**config.mk**
```make
export PLATFORM = sky130hd
export DESIGN_NAME = dll_switch_seq
export DESIGN_NICKNAME = d
export VERILOG_FILES = /design/src/dll_switch_seq.v /design/src/wait_counter.v
export VERILOG_INCLUDE_DIRS = /design/src /design/src/src
export SDC_FILE = /design/constraint.sdc
export NUM_CORES = 1
export LEC_CHECK = 0
export ABC_AREA = 1
export BUFFER_PORTS_ARGS = -buffer_cell sky130_fd_sc_hd__buf_2
export CORE_MARGIN = 1
export CORE_UTILIZATION = 55
export CTS_BUF_LIST = sky130_fd_sc_hd__clkbuf_2 sky130_fd_sc_hd__clkbuf_4 sky130_fd_sc_hd__clkbuf_8
export CTS_CLUSTER_SIZE = 14
export DETAILED_ROUTE_END_ITERATION = 16
export PLACE_DENSITY = 0.8
export SLEW_MARGIN = 20
export SYNTH_ARGS = -nofsm -noshare
export SYNTH_HDL_FRONTEND = slang
export SYNTH_HIERARCHICAL = 1
export SYNTH_SLANG_ARGS = --single-unit
```
**constraint.sdc**
```tcl
create_clock -name mclk -period 6.2 [get_ports mclk]
set_input_delay 0.62 -clock mclk [delete_from_list [all_inputs] [get_ports mclk]]
set_output_delay 0.62 -clock mclk [all_outputs]
set_load 0.005 [all_outputs]
```
**src/dll_switch_regs.vh**
```
/*
 * timing constants, command codes and mode register fields for the
 * dll mode switch sequencer. assumes a 100 mhz controller clock that is
 * also the memory clock in the current frequency setting.
 */
`ifndef DLL_SWITCH_REGS_VH
`define DLL_SWITCH_REGS_VH

// clock period in ps
`define CLK_PERIOD_PS 10000
// times in ns, figures chosen for this controller
`define T_MOD_NS 15
`define T_CKSRE_NS 10
`define T_CKSRX_NS 10
`define T_XS_NS 170
`define T_ZQOPER_NS 5120
// counts given in clock cycles, sized to the wait counter
`define T_MOD_NCK 16'h000c
`define T_MRD_NCK 16'h0004
`define T_DLLK_NCK 16'h0200
`define T_CKSRE_NCK 16'h0005
`define T_CKSRX_NCK 16'h0005
// rounded-up conversion of ns to cycles
`define NS2CK(ns) (((ns) * 1000 + `CLK_PERIOD_PS - 1) / `CLK_PERIOD_PS)
// counter width
`define WAIT_W 16

// command codes {cs_n, ras_n, cas_n, we_n}
`define CMD_NOP 4'h7
`define CMD_MRS 4'h0
`define CMD_REF 4'h1
`define CMD_ZQCL 4'h6

// mode register selectors on bank address
`define MR0_SEL 3'h0
`define MR1_SEL 3'h1
`define MR2_SEL 3'h2
// field positions
`define MR1_DLL_OFF_BIT 0
`define MR0_DLL_RST_BIT 8
`define ZQ_LONG_BIT 10
// cas latency 6 encodings
`define MR0_CL6 14'h0020
`define MR2_CWL6 14'h0008
`define MR0_CL_MASK 14'h3f8b
`define MR2_CWL_MASK 14'h3fc7
// single-bit opcode values and their clears
`define MR1_DLL_OFF 14'h0001
`define MR1_DLL_ON_MASK 14'h3ffe
`define MR0_DLL_RST 14'h0100
`define MR0_RST_CLR 14'h3eff
`define ZQ_LONG_ADDR 14'h0400

`endif

```
**src/dll_switch_seq.v**
```verilog
/*
 * host-side sequencer that switches a ddr3 sdram between dll-on and
 * dll-off operation through self refresh and a clock change.
 * assumes the caller has idled the memory (banks precharged, odt off)
 * before pulsing start, and that a clock generator answers freq_req
 * with a freq_ack level from another domain.
 * mode register values must stay put while busy is high; odt is held
 * low for the whole run, which suits either termination setting.
 */
`default_nettype none
`include "dll_switch_regs.vh"

module dll_switch_seq (
    input wire mclk,
    input wire reset_n,
    // user side: one switch per start pulse
    input wire start,
    input wire to_dll_off,
    input wire zq_long_en,
    input wire [13:0] mr0_value,
    input wire [13:0] mr1_value,
    input wire [13:0] mr2_value,
    // clock generator handshake, then busy and done for the user
    input wire freq_ack,
    output reg freq_req,
    output reg busy,
    output reg done,
    // memory command pins
    output reg cke,
    output reg odt,
    output reg [3:0] cmd,
    output reg [2:0] ba,
    output reg [13:0] addr
);
    // sequence steps, binary coded
    localparam [3:0] S_IDLE = 4'h0;
    localparam [3:0] S_DIS = 4'h1;
    localparam [3:0] S_SRE = 4'h2;
    localparam [3:0] S_FREQ = 4'h3;
    localparam [3:0] S_SRX = 4'h4;
    localparam [3:0] S_EN = 4'h5;
    localparam [3:0] S_RST = 4'h6;
    localparam [3:0] S_MR0 = 4'h7;
    localparam [3:0] S_MR2 = 4'h8;
    localparam [3:0] S_ZQ = 4'h9;
    localparam [3:0] S_FIN = 4'ha;
    localparam [3:0] S_SRW = 4'hb;

    // wait figures in cycles; the counter reloads these directly
    localparam [15:0] W_MOD = `T_MOD_NCK; // mode write to next command
    localparam [15:0] W_MRD = `T_MRD_NCK; // mode write to mode write
    localparam [15:0] W_CKSRE = `T_CKSRE_NCK; // sr entry to clock change
    localparam [15:0] W_CKSRX = `T_CKSRX_NCK; // stable clock before sr exit
    // ns figures rounded up to whole cycles, then cut to counter width
    localparam integer XS_CK = `NS2CK(`T_XS_NS);
    localparam integer ZQ_CK = `NS2CK(`T_ZQOPER_NS);
    localparam [15:0] W_XS = XS_CK[15:0]; // sr exit to first mode write
    localparam [15:0] W_ZQ = ZQ_CK[15:0]; // long calibration time
    localparam [15:0] W_DLLK = `T_DLLK_NCK; // dll relock from reset write

    // sequencer state and wait plumbing
    reg [3:0] state_r; // sequence step
    reg off_r; // direction latched at start
    reg zq_r; // long calibration requested
    reg [15:0] dllk_r; // dll lock down-counter
    reg ld_r; // wait counter load
    reg [15:0] ldv_r; // wait counter value
    reg ack_s1_r, ack_s2_r, ack_s3_r; // freq_ack synchroniser
    reg ack_r; // filtered acknowledge
    wire wait_done; // step wait elapsed

    // a step may move on only once its wait has run out and no reload
    // is still in flight; the counter sees a load one edge late
    function step_free;
        input cnt_done; // counter at zero
        input load_pend; // load issued last edge
        begin
            step_free = cnt_done && !load_pend;
        end
    endfunction

    // one counter for all step waits, each edge counts once
    // a single shared counter: steps never overlap their waits
    wait_counter u_wait (
        .mclk(mclk),
        .reset_n(reset_n),
        .load(ld_r),
        .value(ldv_r),
        .done(wait_done)
    );

    // clock-generator acknowledge comes from another domain; three stages,
    // and a change counts only once the second and third agree, so a
    // metastable first stage never reaches the sequencer
    // limitation: a level handshake, so the generator must drop the
    // acknowledge after the request falls before it can be used again
    always @(posedge mclk or negedge reset_n) begin
        if (!reset_n) begin
            ack_s1_r <= 1'b0;
            ack_s2_r <= 1'b0;
            ack_s3_r <= 1'b0;
            ack_r <= 1'b0;
        end else begin
            ack_s1_r <= freq_ack;
            ack_s2_r <= ack_s1_r;
            ack_s3_r <= ack_s2_r;
            if (ack_s2_r == ack_s3_r) begin
                ack_r <= ack_s3_r;
            end
        end
    end

    // issue an mrs in this cycle and arm the following wait
    // the counter takes the load one edge later, which the step guard covers
    task issue_mrs;
        input [2:0] sel;
        input [13:0] val;
        input [15:0] w;
        begin
            cmd <= `CMD_MRS;
            ba <= sel;
            addr <= val;
            ld_r <= 1'b1;
            ldv_r <= w;
        end
    endtask

    // main sequencer: one step per state, each command it issues arms the wait after it;
    // a step that issues a command must not also test the counter it loads
    always @(posedge mclk or negedge reset_n) begin
        if (!reset_n) begin
            // cke idles high and the command bus rests on nop
            state_r <= S_IDLE;
            off_r <= 1'b0;
            zq_r <= 1'b0;
            dllk_r <= 16'h0000;
            ld_r <= 1'b0;
            ldv_r <= 16'h0000;
            freq_req <= 1'b0;
            busy <= 1'b0;
            done <= 1'b0;
            cke <= 1'b1;
            odt <= 1'b0;
            cmd <= `CMD_NOP;
            ba <= 3'h0;
            addr <= 14'h0000;
        end else begin
            // defaults: nop, no load, done is a pulse
            cmd <= `CMD_NOP;
            ld_r <= 1'b0;
            done <= 1'b0;
            // relock count runs whatever step the sequencer is in
            if (dllk_r != 16'h0000) begin
                dllk_r <= dllk_r - 16'h0001;
            end
            case (state_r)
            S_IDLE: begin
                // caller guarantees idle and odt off at start
                busy <= 1'b0;
                odt <= 1'b0;
                // start is refused by every other step
                if (start) begin
                    busy <= 1'b1;
                    off_r <= to_dll_off; // direction fixed for the whole run
                    zq_r <= zq_long_en;
                    state_r <= to_dll_off ? S_DIS : S_SRE;
                end
            end
            S_DIS: begin
                // disable the dll, then tmod before self refresh
                // only a0 is forced, the rest of mr1 is the caller's
                issue_mrs(`MR1_SEL, mr1_value | `MR1_DLL_OFF, W_MOD);
                state_r <= S_SRE;
            end
            S_SRE: begin
                // off->on enters here straight from idle, counter at zero
                if (step_free(wait_done, ld_r)) begin
                    // refresh with cke low is read as self refresh entry
                    cmd <= `CMD_REF; // self refresh entry with cke low
                    cke <= 1'b0;
                    ld_r <= 1'b1;
                    ldv_r <= W_CKSRE;
                    state_r <= S_FREQ;
                end
            end
            S_FREQ: begin
                // ask for the new clock only after tcksre in sr
                // a stale acknowledge from a past run must be gone first
                if (step_free(wait_done, ld_r) && !freq_req && !ack_r) begin
                    freq_req <= 1'b1;
                end
                // the filtered ack marks the new clock as stable
                if (freq_req && ack_r) begin
                    ld_r <= 1'b1;
                    ldv_r <= W_CKSRX;
                    state_r <= S_SRW;
                end
            end
            S_SRW: begin
                // stable clock for tcksrx, then exit self refresh
                freq_req <= 1'b0;
                if (step_free(wait_done, ld_r)) begin
                    cke <= 1'b1;
                    odt <= 1'b0;
                    ld_r <= 1'b1;
                    ldv_r <= W_XS;
                    // on->off skips the dll enable and reset writes
                    state_r <= off_r ? S_MR0 : S_EN;
                end
            end
            S_EN: begin
                // cke stays high from here to the end of the run
                if (step_free(wait_done, ld_r)) begin
                    issue_mrs(`MR1_SEL, mr1_value & `MR1_DLL_ON_MASK, W_MRD);
                    state_r <= S_RST;
                end
            end
            S_RST: begin
                // relock time runs on its own counter beside the step waits
                if (step_free(wait_done, ld_r)) begin
                    issue_mrs(`MR0_SEL, mr0_value | `MR0_DLL_RST, W_MRD);
                    dllk_r <= W_DLLK;
                    state_r <= S_MR0;
                end
            end
            S_MR0: begin
                // rewrite mr0 after txs or tmrd
                if (step_free(wait_done, ld_r)) begin
                    if (off_r) begin
                        // dll-off keeps only the one latency pair
                        issue_mrs(`MR0_SEL,
                            (mr0_value & `MR0_CL_MASK & `MR0_RST_CLR) | `MR0_CL6, W_MRD);
                    end else begin
                        // caller's own latencies, dll reset bit dropped
                        issue_mrs(`MR0_SEL, mr0_value & `MR0_RST_CLR, W_MRD);
                    end
                    state_r <= S_MR2;
                end
            end
            S_MR2: begin
                // last mode write: tmod follows before anything else
                if (step_free(wait_done, ld_r)) begin
                    if (off_r) begin
                        // write latency pinned to the dll-off pair
                        issue_mrs(`MR2_SEL,
                            (mr2_value & `MR2_CWL_MASK) | `MR2_CWL6, W_MOD);
                    end else begin
                        // caller's own write latency
                        issue_mrs(`MR2_SEL, mr2_value, W_MOD);
                    end
                    state_r <= S_ZQ;
                end
            end
            S_ZQ: begin
                // tmod from last write before zqcl or finish
                if (step_free(wait_done, ld_r)) begin
                    if (zq_r) begin
                        cmd <= `CMD_ZQCL;
                        addr <= `ZQ_LONG_ADDR; // long form of calibration
                        ld_r <= 1'b1;
                        ldv_r <= W_ZQ;
                    end
                    // without calibration the finish step sees a spent counter
                    state_r <= S_FIN;
                end
            end
            S_FIN: begin
                // ready only after tdllk and tzqoper
                // done is a one-cycle pulse and busy falls with it
                if (step_free(wait_done, ld_r) && dllk_r == 16'h0000) begin
                    done <= 1'b1;
                    busy <= 1'b0;
                    state_r <= S_IDLE;
                end
            end
            default: begin
                // unused codes fall back to idle
                state_r <= S_IDLE;
            end
            endcase
        end
    end
endmodule // dll_switch_seq
`default_nettype wire

```
**src/wait_counter.v**
```verilog
/*
 * loadable down-counter for sequencer waits.
 * assumes load and value come from logic on the same clock.
 */
`default_nettype none
module wait_counter (
    input wire mclk,
    input wire reset_n,
    input wire load,
    input wire [15:0] value,
    output wire done
);
    reg [15:0] count_r; // cycles still to wait

    // counts down to zero and stays there
    always @(posedge mclk or negedge reset_n) begin
        if (!reset_n) begin
            count_r <= 16'h0000;
        end else if (load) begin
            count_r <= value;
        end else if (count_r != 16'h0000) begin
            count_r <= count_r - 16'h0001;
        end
    end

    assign done = (count_r == 16'h0000) && !load;
endmodule // wait_counter
`default_nettype wire

```
==> run metrics, run 1 <==
drt drc=0; GPL Wtd Cong=0.874; setup TNS=0 ns; diode count=0; Synth Cell Area=4240 sq um; post-CTS setup buffer count=0; hold crit path type=flip-flop to flip-flop; layout cell share with drive strength beyond 1=19.0%; post-layout min period=2.94 ns; HPWL after detailed placement=7080 um; simple logic cell fraction of the synthesized area=37.4%; cell area power density=505 nW/um^2; clk_lat worst skew=0.35 ns; sequential area share after synthesis=41.4%; Rel. slew slack=38.3%; Chip Height=89.8 um; R2R Path Start=u_wait/count_r[0]$_DFFE_PN0N_; total CTS buffers=9; final worst slack=3.26 ns; CTS tree=done; global-route wire length before repair=16600 um; status=finished clean; Worst setup EP type=flip-flop; Worst EP required=6.40 ns; Vias=3998; VDD IR max=217 uV; Clock transition at path regs=0.07 ns; initial antenna violation count=0; initial DRC count=235; Slew @ Worst Pin=0.922 ns; Clock power frac=15.9%; Final Hold Fails=0; Critical Path Start Type=flip-flop; f_max=341 MHz; cells after synthesis=598; adder-cell area share of the yosys netlist=1.12%; Yosys reg bits=70; Final setup viols=0; period utilization=47.4%; Top FF cell, synth=dfrtp_1; complex-gate fraction of the synthesized area=8.64%; sequential share of power=34.8%; port bufs=68; Psw=0.00114 W; Area growth syn-to-layout=14.3%; core area=7370 sq um; CP startpoint=u_wait/count_r[0]$_DFFE_PN0N_; multi-input logic area=2180 sq um; Crit Path Max Fanout=14; unrepaired setup endpoints after global routing=false; P_int=0.00131 W; Starting Density=57.6%; WP data arrival=3.14 ns; Avg Cell Area, Syn=7.10 sq um; Netlist cell types=37; post-DR vias/cell=5.14; multiplexer area fraction after synthesis=0%; Setup WS pre-CTS=3.33 ns; ys async rst share=100%; Max-Cap Viols=0; CTS resizes=0; vias in the first global route=3667; root buf cell=clkbuf_8; combinational power share=49.3%; num rows=31; most common cell after layout, fill and taps aside=nand2_1; xor-xnor portion of the synthesized cell area=3.10%; switching share of power=46.5%; FF+latch area=1760 sq um; largest family of logic cells by synthesized area=simple AND/OR/NAND/NOR gates; Avg WL per Cell=12.5 um; critical path type=flip-flop to flip-flop; Post-synth EDFFs=0; post-route antenna net violation count=0; Final Max Tran Viols=0; gr usage total=25.2%; hold_ws=0.364 ns; commonest cells after routing, fill and taps aside=nand2_1 (203), nor2_1 (81), buf_2 (68); Clock Skews=0.0110 ns; fill cell count=691; CTS H-tree lvls=3; Pleak=2.61 nW; Clock Sinks=70; min-delay src=ack_s1_r$_DFF_PN0_; area of the die=8070 sq um; die width=89.8 um; largest net degree at the start of global routing=71; gr ovfl total=0; Syn. warnings=6; Final #Nets=725; WL final=9710 um; clock buffer depth=2; Ports=74; Pre-antenna DRT Iters=5; hold buffers post-CTS=0
==> metal layers <==
layer | up-vias | global-route usage, % | wire length [um]
met4 | 0 | 10.9 | 170
li1 | 2008 | - | -
met5 | - | 0 | 0
met3 | 12 | 3.55 | 453
met2 | 125 | 40.6 | 4680
met1 | 1853 | 34.2 | 4410
==> cell usage after synthesis, drive strengths merged (4+ instances only) <==
| library cell | n | area [sq um] |
|---|---|---|
| or2 | 4 | 25.0 |
| nor2 | 99 | 447 |
| a21oi | 25 | 129 |
| xnor2 | 5 | 43.8 |
| inv | 60 | 225 |
| buf | 16 | 119 |
| nand4 | 5 | 31.3 |
| nand2 | 205 | 774 |
| nand3 | 46 | 270 |
| o21ai | 36 | 206 |
| dfrtp | 67 | 1680 |
| xor2 | 10 | 87.6 |
==> kinds of logic (layout without fill, tap and decap cells) <==
group / count (synthesis) / after routing
DFF: 70 / 70
adders and majority gates: 4 / 4
AOI/OAI and AO/OA: 65 / 65
buffers and inverters: 78 / 146
xor gates and xnor gates: 15 / 15
other: 1 / 14
and+or+nand+nor: 365 / 365
==> area by class of cell <==
| cell class | count | share of cell area (%) |
|---|---|---|
| multi-input combinational | 463 | 45.0 |
| sequential | 70 | 36.2 |
| timing repair buffer | 69 | 7.17 |
| inverter | 61 | 4.72 |
| clock buffer | 13 | 3.43 |
| tap | 99 | 2.55 |
| clock inverter | 3 | 0.877 |
==> worst paths after layout <==
check                                                 endpoint  slack, ns  depth (start not counted)
worst min-delay path                        ack_s2_r$_DFF_PN0_       0.36                          0
min in group asynchronous       u_wait/count_r[15]$_DFFE_PN0N_       0.48                          2
worst max register to register             dllk_r[1]$_DFF_PN0_       3.26                         11
worst max-delay path                       dllk_r[1]$_DFF_PN0_       3.26                         11
worst min register to register              ack_s2_r$_DFF_PN0_       0.36                          0
max in group asynchronous                  dllk_r[0]$_DFF_PN0_       5.16                          2
==> flip-flops by register name, summed over array words and instances, names as in the netlist <==
| register | count |
|---|---|
| ld_r | 1 |
| done | 1 |
| state_r | 4 |
| ack_s1_r | 1 |
| freq_req | 1 |
| cmd | 2 |
| cke | 1 |
| ack_s2_r | 1 |
| u_wait/count_r | 16 |
| ack_r | 1 |
| ack_s3_r | 1 |
| busy | 1 |
| ba | 2 |
| zq_r | 1 |
| addr | 14 |
| dllk_r | 16 |
| off_r | 1 |
| ldv_r | 5 |
==> worst max-delay path: stages, from the launching register on <==
cell and delay, ns:
dfrtp_1 0.41, inv_2 0.11, ha_1 0.21, nand3_2 0.17
nor2_4 0.18, nand3_2 0.17, inv_1 0.11, nand2_1 0.25
nor2_1 0.80, inv_1 0.16, o21ai_0 0.14, a21oi_1 0.06
==> per-stage QoR <==
step                      std cells  area, sq um  utilization [%]  power (W)
after floorplan                 611         4290                -    0.00179
after global placement          762         4640             63.0    0.00200
after global routing            778         4850             65.8    0.00267
after CTS                       778         4850             65.8    0.00245
final                           778         4850             65.8    0.00245
after detailed placement        762         4640             63.0    0.00205
==> power by group through the flow <==
stage / registers, W / clock network, W / logic [W]
after global routing: 0.000879 / 0.000415 / 0.00137
final: 0.000852 / 0.000390 / 0.00121
after floorplan: 0.000796 / 0 / 0.000994
after detailed placement: 0.000855 / 0 / 0.00119
after global placement: 0.000848 / 0 / 0.00115
after CTS: 0.000849 / 0.000399 / 0.00120
Note: power is estimated with default switching activity, not from simulation.
==> inputs of run 2 (changes only) <==
==> constraint.sdc (replaced) <==
create_clock -name mclk -period 3 [get_ports mclk]
set_input_delay 0.3 -clock mclk [delete_from_list [all_inputs] [get_ports mclk]]
set_output_delay 0.3 -clock mclk [all_outputs]
set_load 0.005 [all_outputs]
==> run 2 against run 1 <==
The run now ends with hold timing left. Maximum frequency is 6.2% higher. Sequential cell count stayed put. Register-to-register slack worse by 3.0 ns.
==> run metrics, run 2 (same netlist as run 1, synthesis figures left out) <==
placed instance count=765 (+0.39%); global-route wire length before repair=16800 um (+1.5%); gr usage total=25.7% (+0.41 points); Final Util=66.1% (+0.27 points); Pre-antenna DRT Iters=6 (+1); diode count=0 (unchanged); Pwr Total=0.00505 W (+110%); gr ovfl total=0 (unchanged); setup TNS=0 ns (unchanged); failing checks=hold timing; clock buffer depth=2 (unchanged); Worst setup EP type=flip-flop; Clock transition at path regs=0.07 ns (about the same); Crit Path Max Fanout=12 (-2); status=complete, but fails checks; area of the die=8070 sq um (unchanged); VDD IR max=612 uV (+180%); cell area power density=1040 nW/um^2 (+110%); post-layout min period=2.77 ns (-0.170 ns); drt drc=0 (unchanged); Rel. slew slack=53.4% (+15 points); Critical Path Start Type=flip-flop; total CTS buffers=9 (unchanged); Vias=4031 (+0.83%); CTS tree=done; Clock Sinks=70 (unchanged); Final Max Tran Viols=0 (unchanged); HPWL after detailed placement=7240 um (+2.3%); Avg WL per Cell=12.7 um (+2.1%); commonest cells after routing, fill and taps aside=nand2_1 (203), nor2_1 (81), buf_2 (68); Worst EP required=3.23 ns (-3.17 ns); Final setup viols=0 (unchanged); GPL Wtd Cong=0.877 (+0.24%); critical path type=flip-flop to flip-flop; Area growth syn-to-layout=14.8%; root buf cell=clkbuf_8; Pleak=2.63 nW (+0.54%); fill cell count=683 (-1.2%); Clock Skews=0.0148 ns (+0.00376 ns); Ports=74 (unchanged); CTS H-tree lvls=3 (unchanged); num rows=31 (unchanged); core area=7370 sq um (unchanged); layout cell share with drive strength beyond 1=19.4% (+0.36 points); WP data arrival=3.00 ns (-0.14 ns); largest net degree at the start of global routing=41 (-42%); hold buffers post-CTS=0 (unchanged); period utilization=92.2% (+45 points); hold crit path type=input port to async pin; post-route antenna net violation count=0 (unchanged); vias in the first global route=3772 (+2.9%); Chip Height=89.8 um (unchanged); f_max=362 MHz (+6.2%); Final Hold Fails=8 (+8); non-filler instance count after layout=781 (+0.39%); hold_ws=-0.00884 ns (-0.372 ns); placed cell area=4680 sq um (+0.75%); post-DR vias/cell=5.16 (+0.44%); unrepaired setup endpoints after global routing=false; registers with the most flip-flops=dllk_r x16, u_wait/count_r x16, addr x14; most common cell after layout, fill and taps aside=nand2_1; port bufs=68 (unchanged); clk_lat worst skew=0.35 ns (about the same); Max-Cap Viols=0 (unchanged); Slew @ Worst Pin=0.700 ns (-0.223 ns); initial DRC count=216 (-8.1%); WL final=9950 um (+2.5%); Final #Nets=729 (+0.55%); Starting Density=57.6% (unchanged); die width=89.8 um (unchanged); initial antenna violation count=0 (unchanged); post-route design area=4870 sq um (+0.41%)
==> run 2: cell type report <==
type                            count  area (sq um)  share of cell area, %
Timing Repair Buffer               72           383                   7.86
Clock inverter                      2          10.0                  0.206
Sequential cell                    70          1760                   36.0
Multi-Input combinational cell    464          2200                   45.2
Clock buffer                       13           166                   3.42
Tap cell                           99           124                   2.54
Inverter                           61           229                   4.70
==> run 2: worst paths after layout <==
| path | end | from | slack, ns | cells after the start |
|---|---|---|---|---|
| setup / recovery | state_r[1]$_DFFE_PN0P_ | u_wait/count_r[0]$_DFFE_PN0N_ | 0.23 | 13 |
| hold / removal | u_wait/count_r[10]$_DFFE_PN0N_ | reset_n | -0.009 | 1 |
| setup reg to reg | state_r[1]$_DFFE_PN0P_ | u_wait/count_r[0]$_DFFE_PN0N_ | 0.23 | 13 |
| hold reg to reg | ack_s2_r$_DFF_PN0_ | ack_s1_r$_DFF_PN0_ | 0.37 | 0 |
| max in group asynchronous | cmd[0]$_DFF_PN1_ | reset_n | 2.30 | 2 |
| min in group mclk | ack_s1_r$_DFF_PN0_ | freq_ack | 0.06 | 1 |
==> run 2: metal layers <==
metal,global-route usage [%],routed length (um),share of wire [%]
met1,34.4,4410,44
met3,4.31,644,6.5
met4,10.4,179,1.8
met2,41.4,4710,47
met5,0,0,0
==> run 2: critical path, stage by stage, from the launching register on <==
cell and delay [ns]:
dfrtp_1 0.42, inv_2 0.10, ha_1 0.21, nand3_2 0.16, nor2_4 0.18, nand3_2 0.16, inv_1 0.12, nand2_1 0.26
nand3_1 0.21, nand2_1 0.12, nor2_1 0.34, nand3_1 0.20, nand2_1 0.10, nand2_1 0.05
==> run 2: metrics by stage <==
stage                     hold WS [ns]  setup WS [ns]
after detailed placement         0.338          0.266
after global routing            0.0429        0.00383
after CTS                       0.0155          0.233
final                         -0.00884          0.234
after global placement           0.344          0.397
after floorplan                0.00441          0.871
==> run 2: what timing repair did <==
action,4_1_cts,5_1_grt
setup buffers,0,0
hold endpoints to repair,0,0
endpoints found under the setup margin,0,2
gates resized for setup,0,1
==> run 2: where the power goes <==
part	leakage [nW]	internal, W	switching, W
Clock	0.0961	0.000357	0.000349
Combinational	1.69	0.000910	0.00168
Sequential	0.847	0.00138	0.000376
Total	2.63	0.00264	0.00241
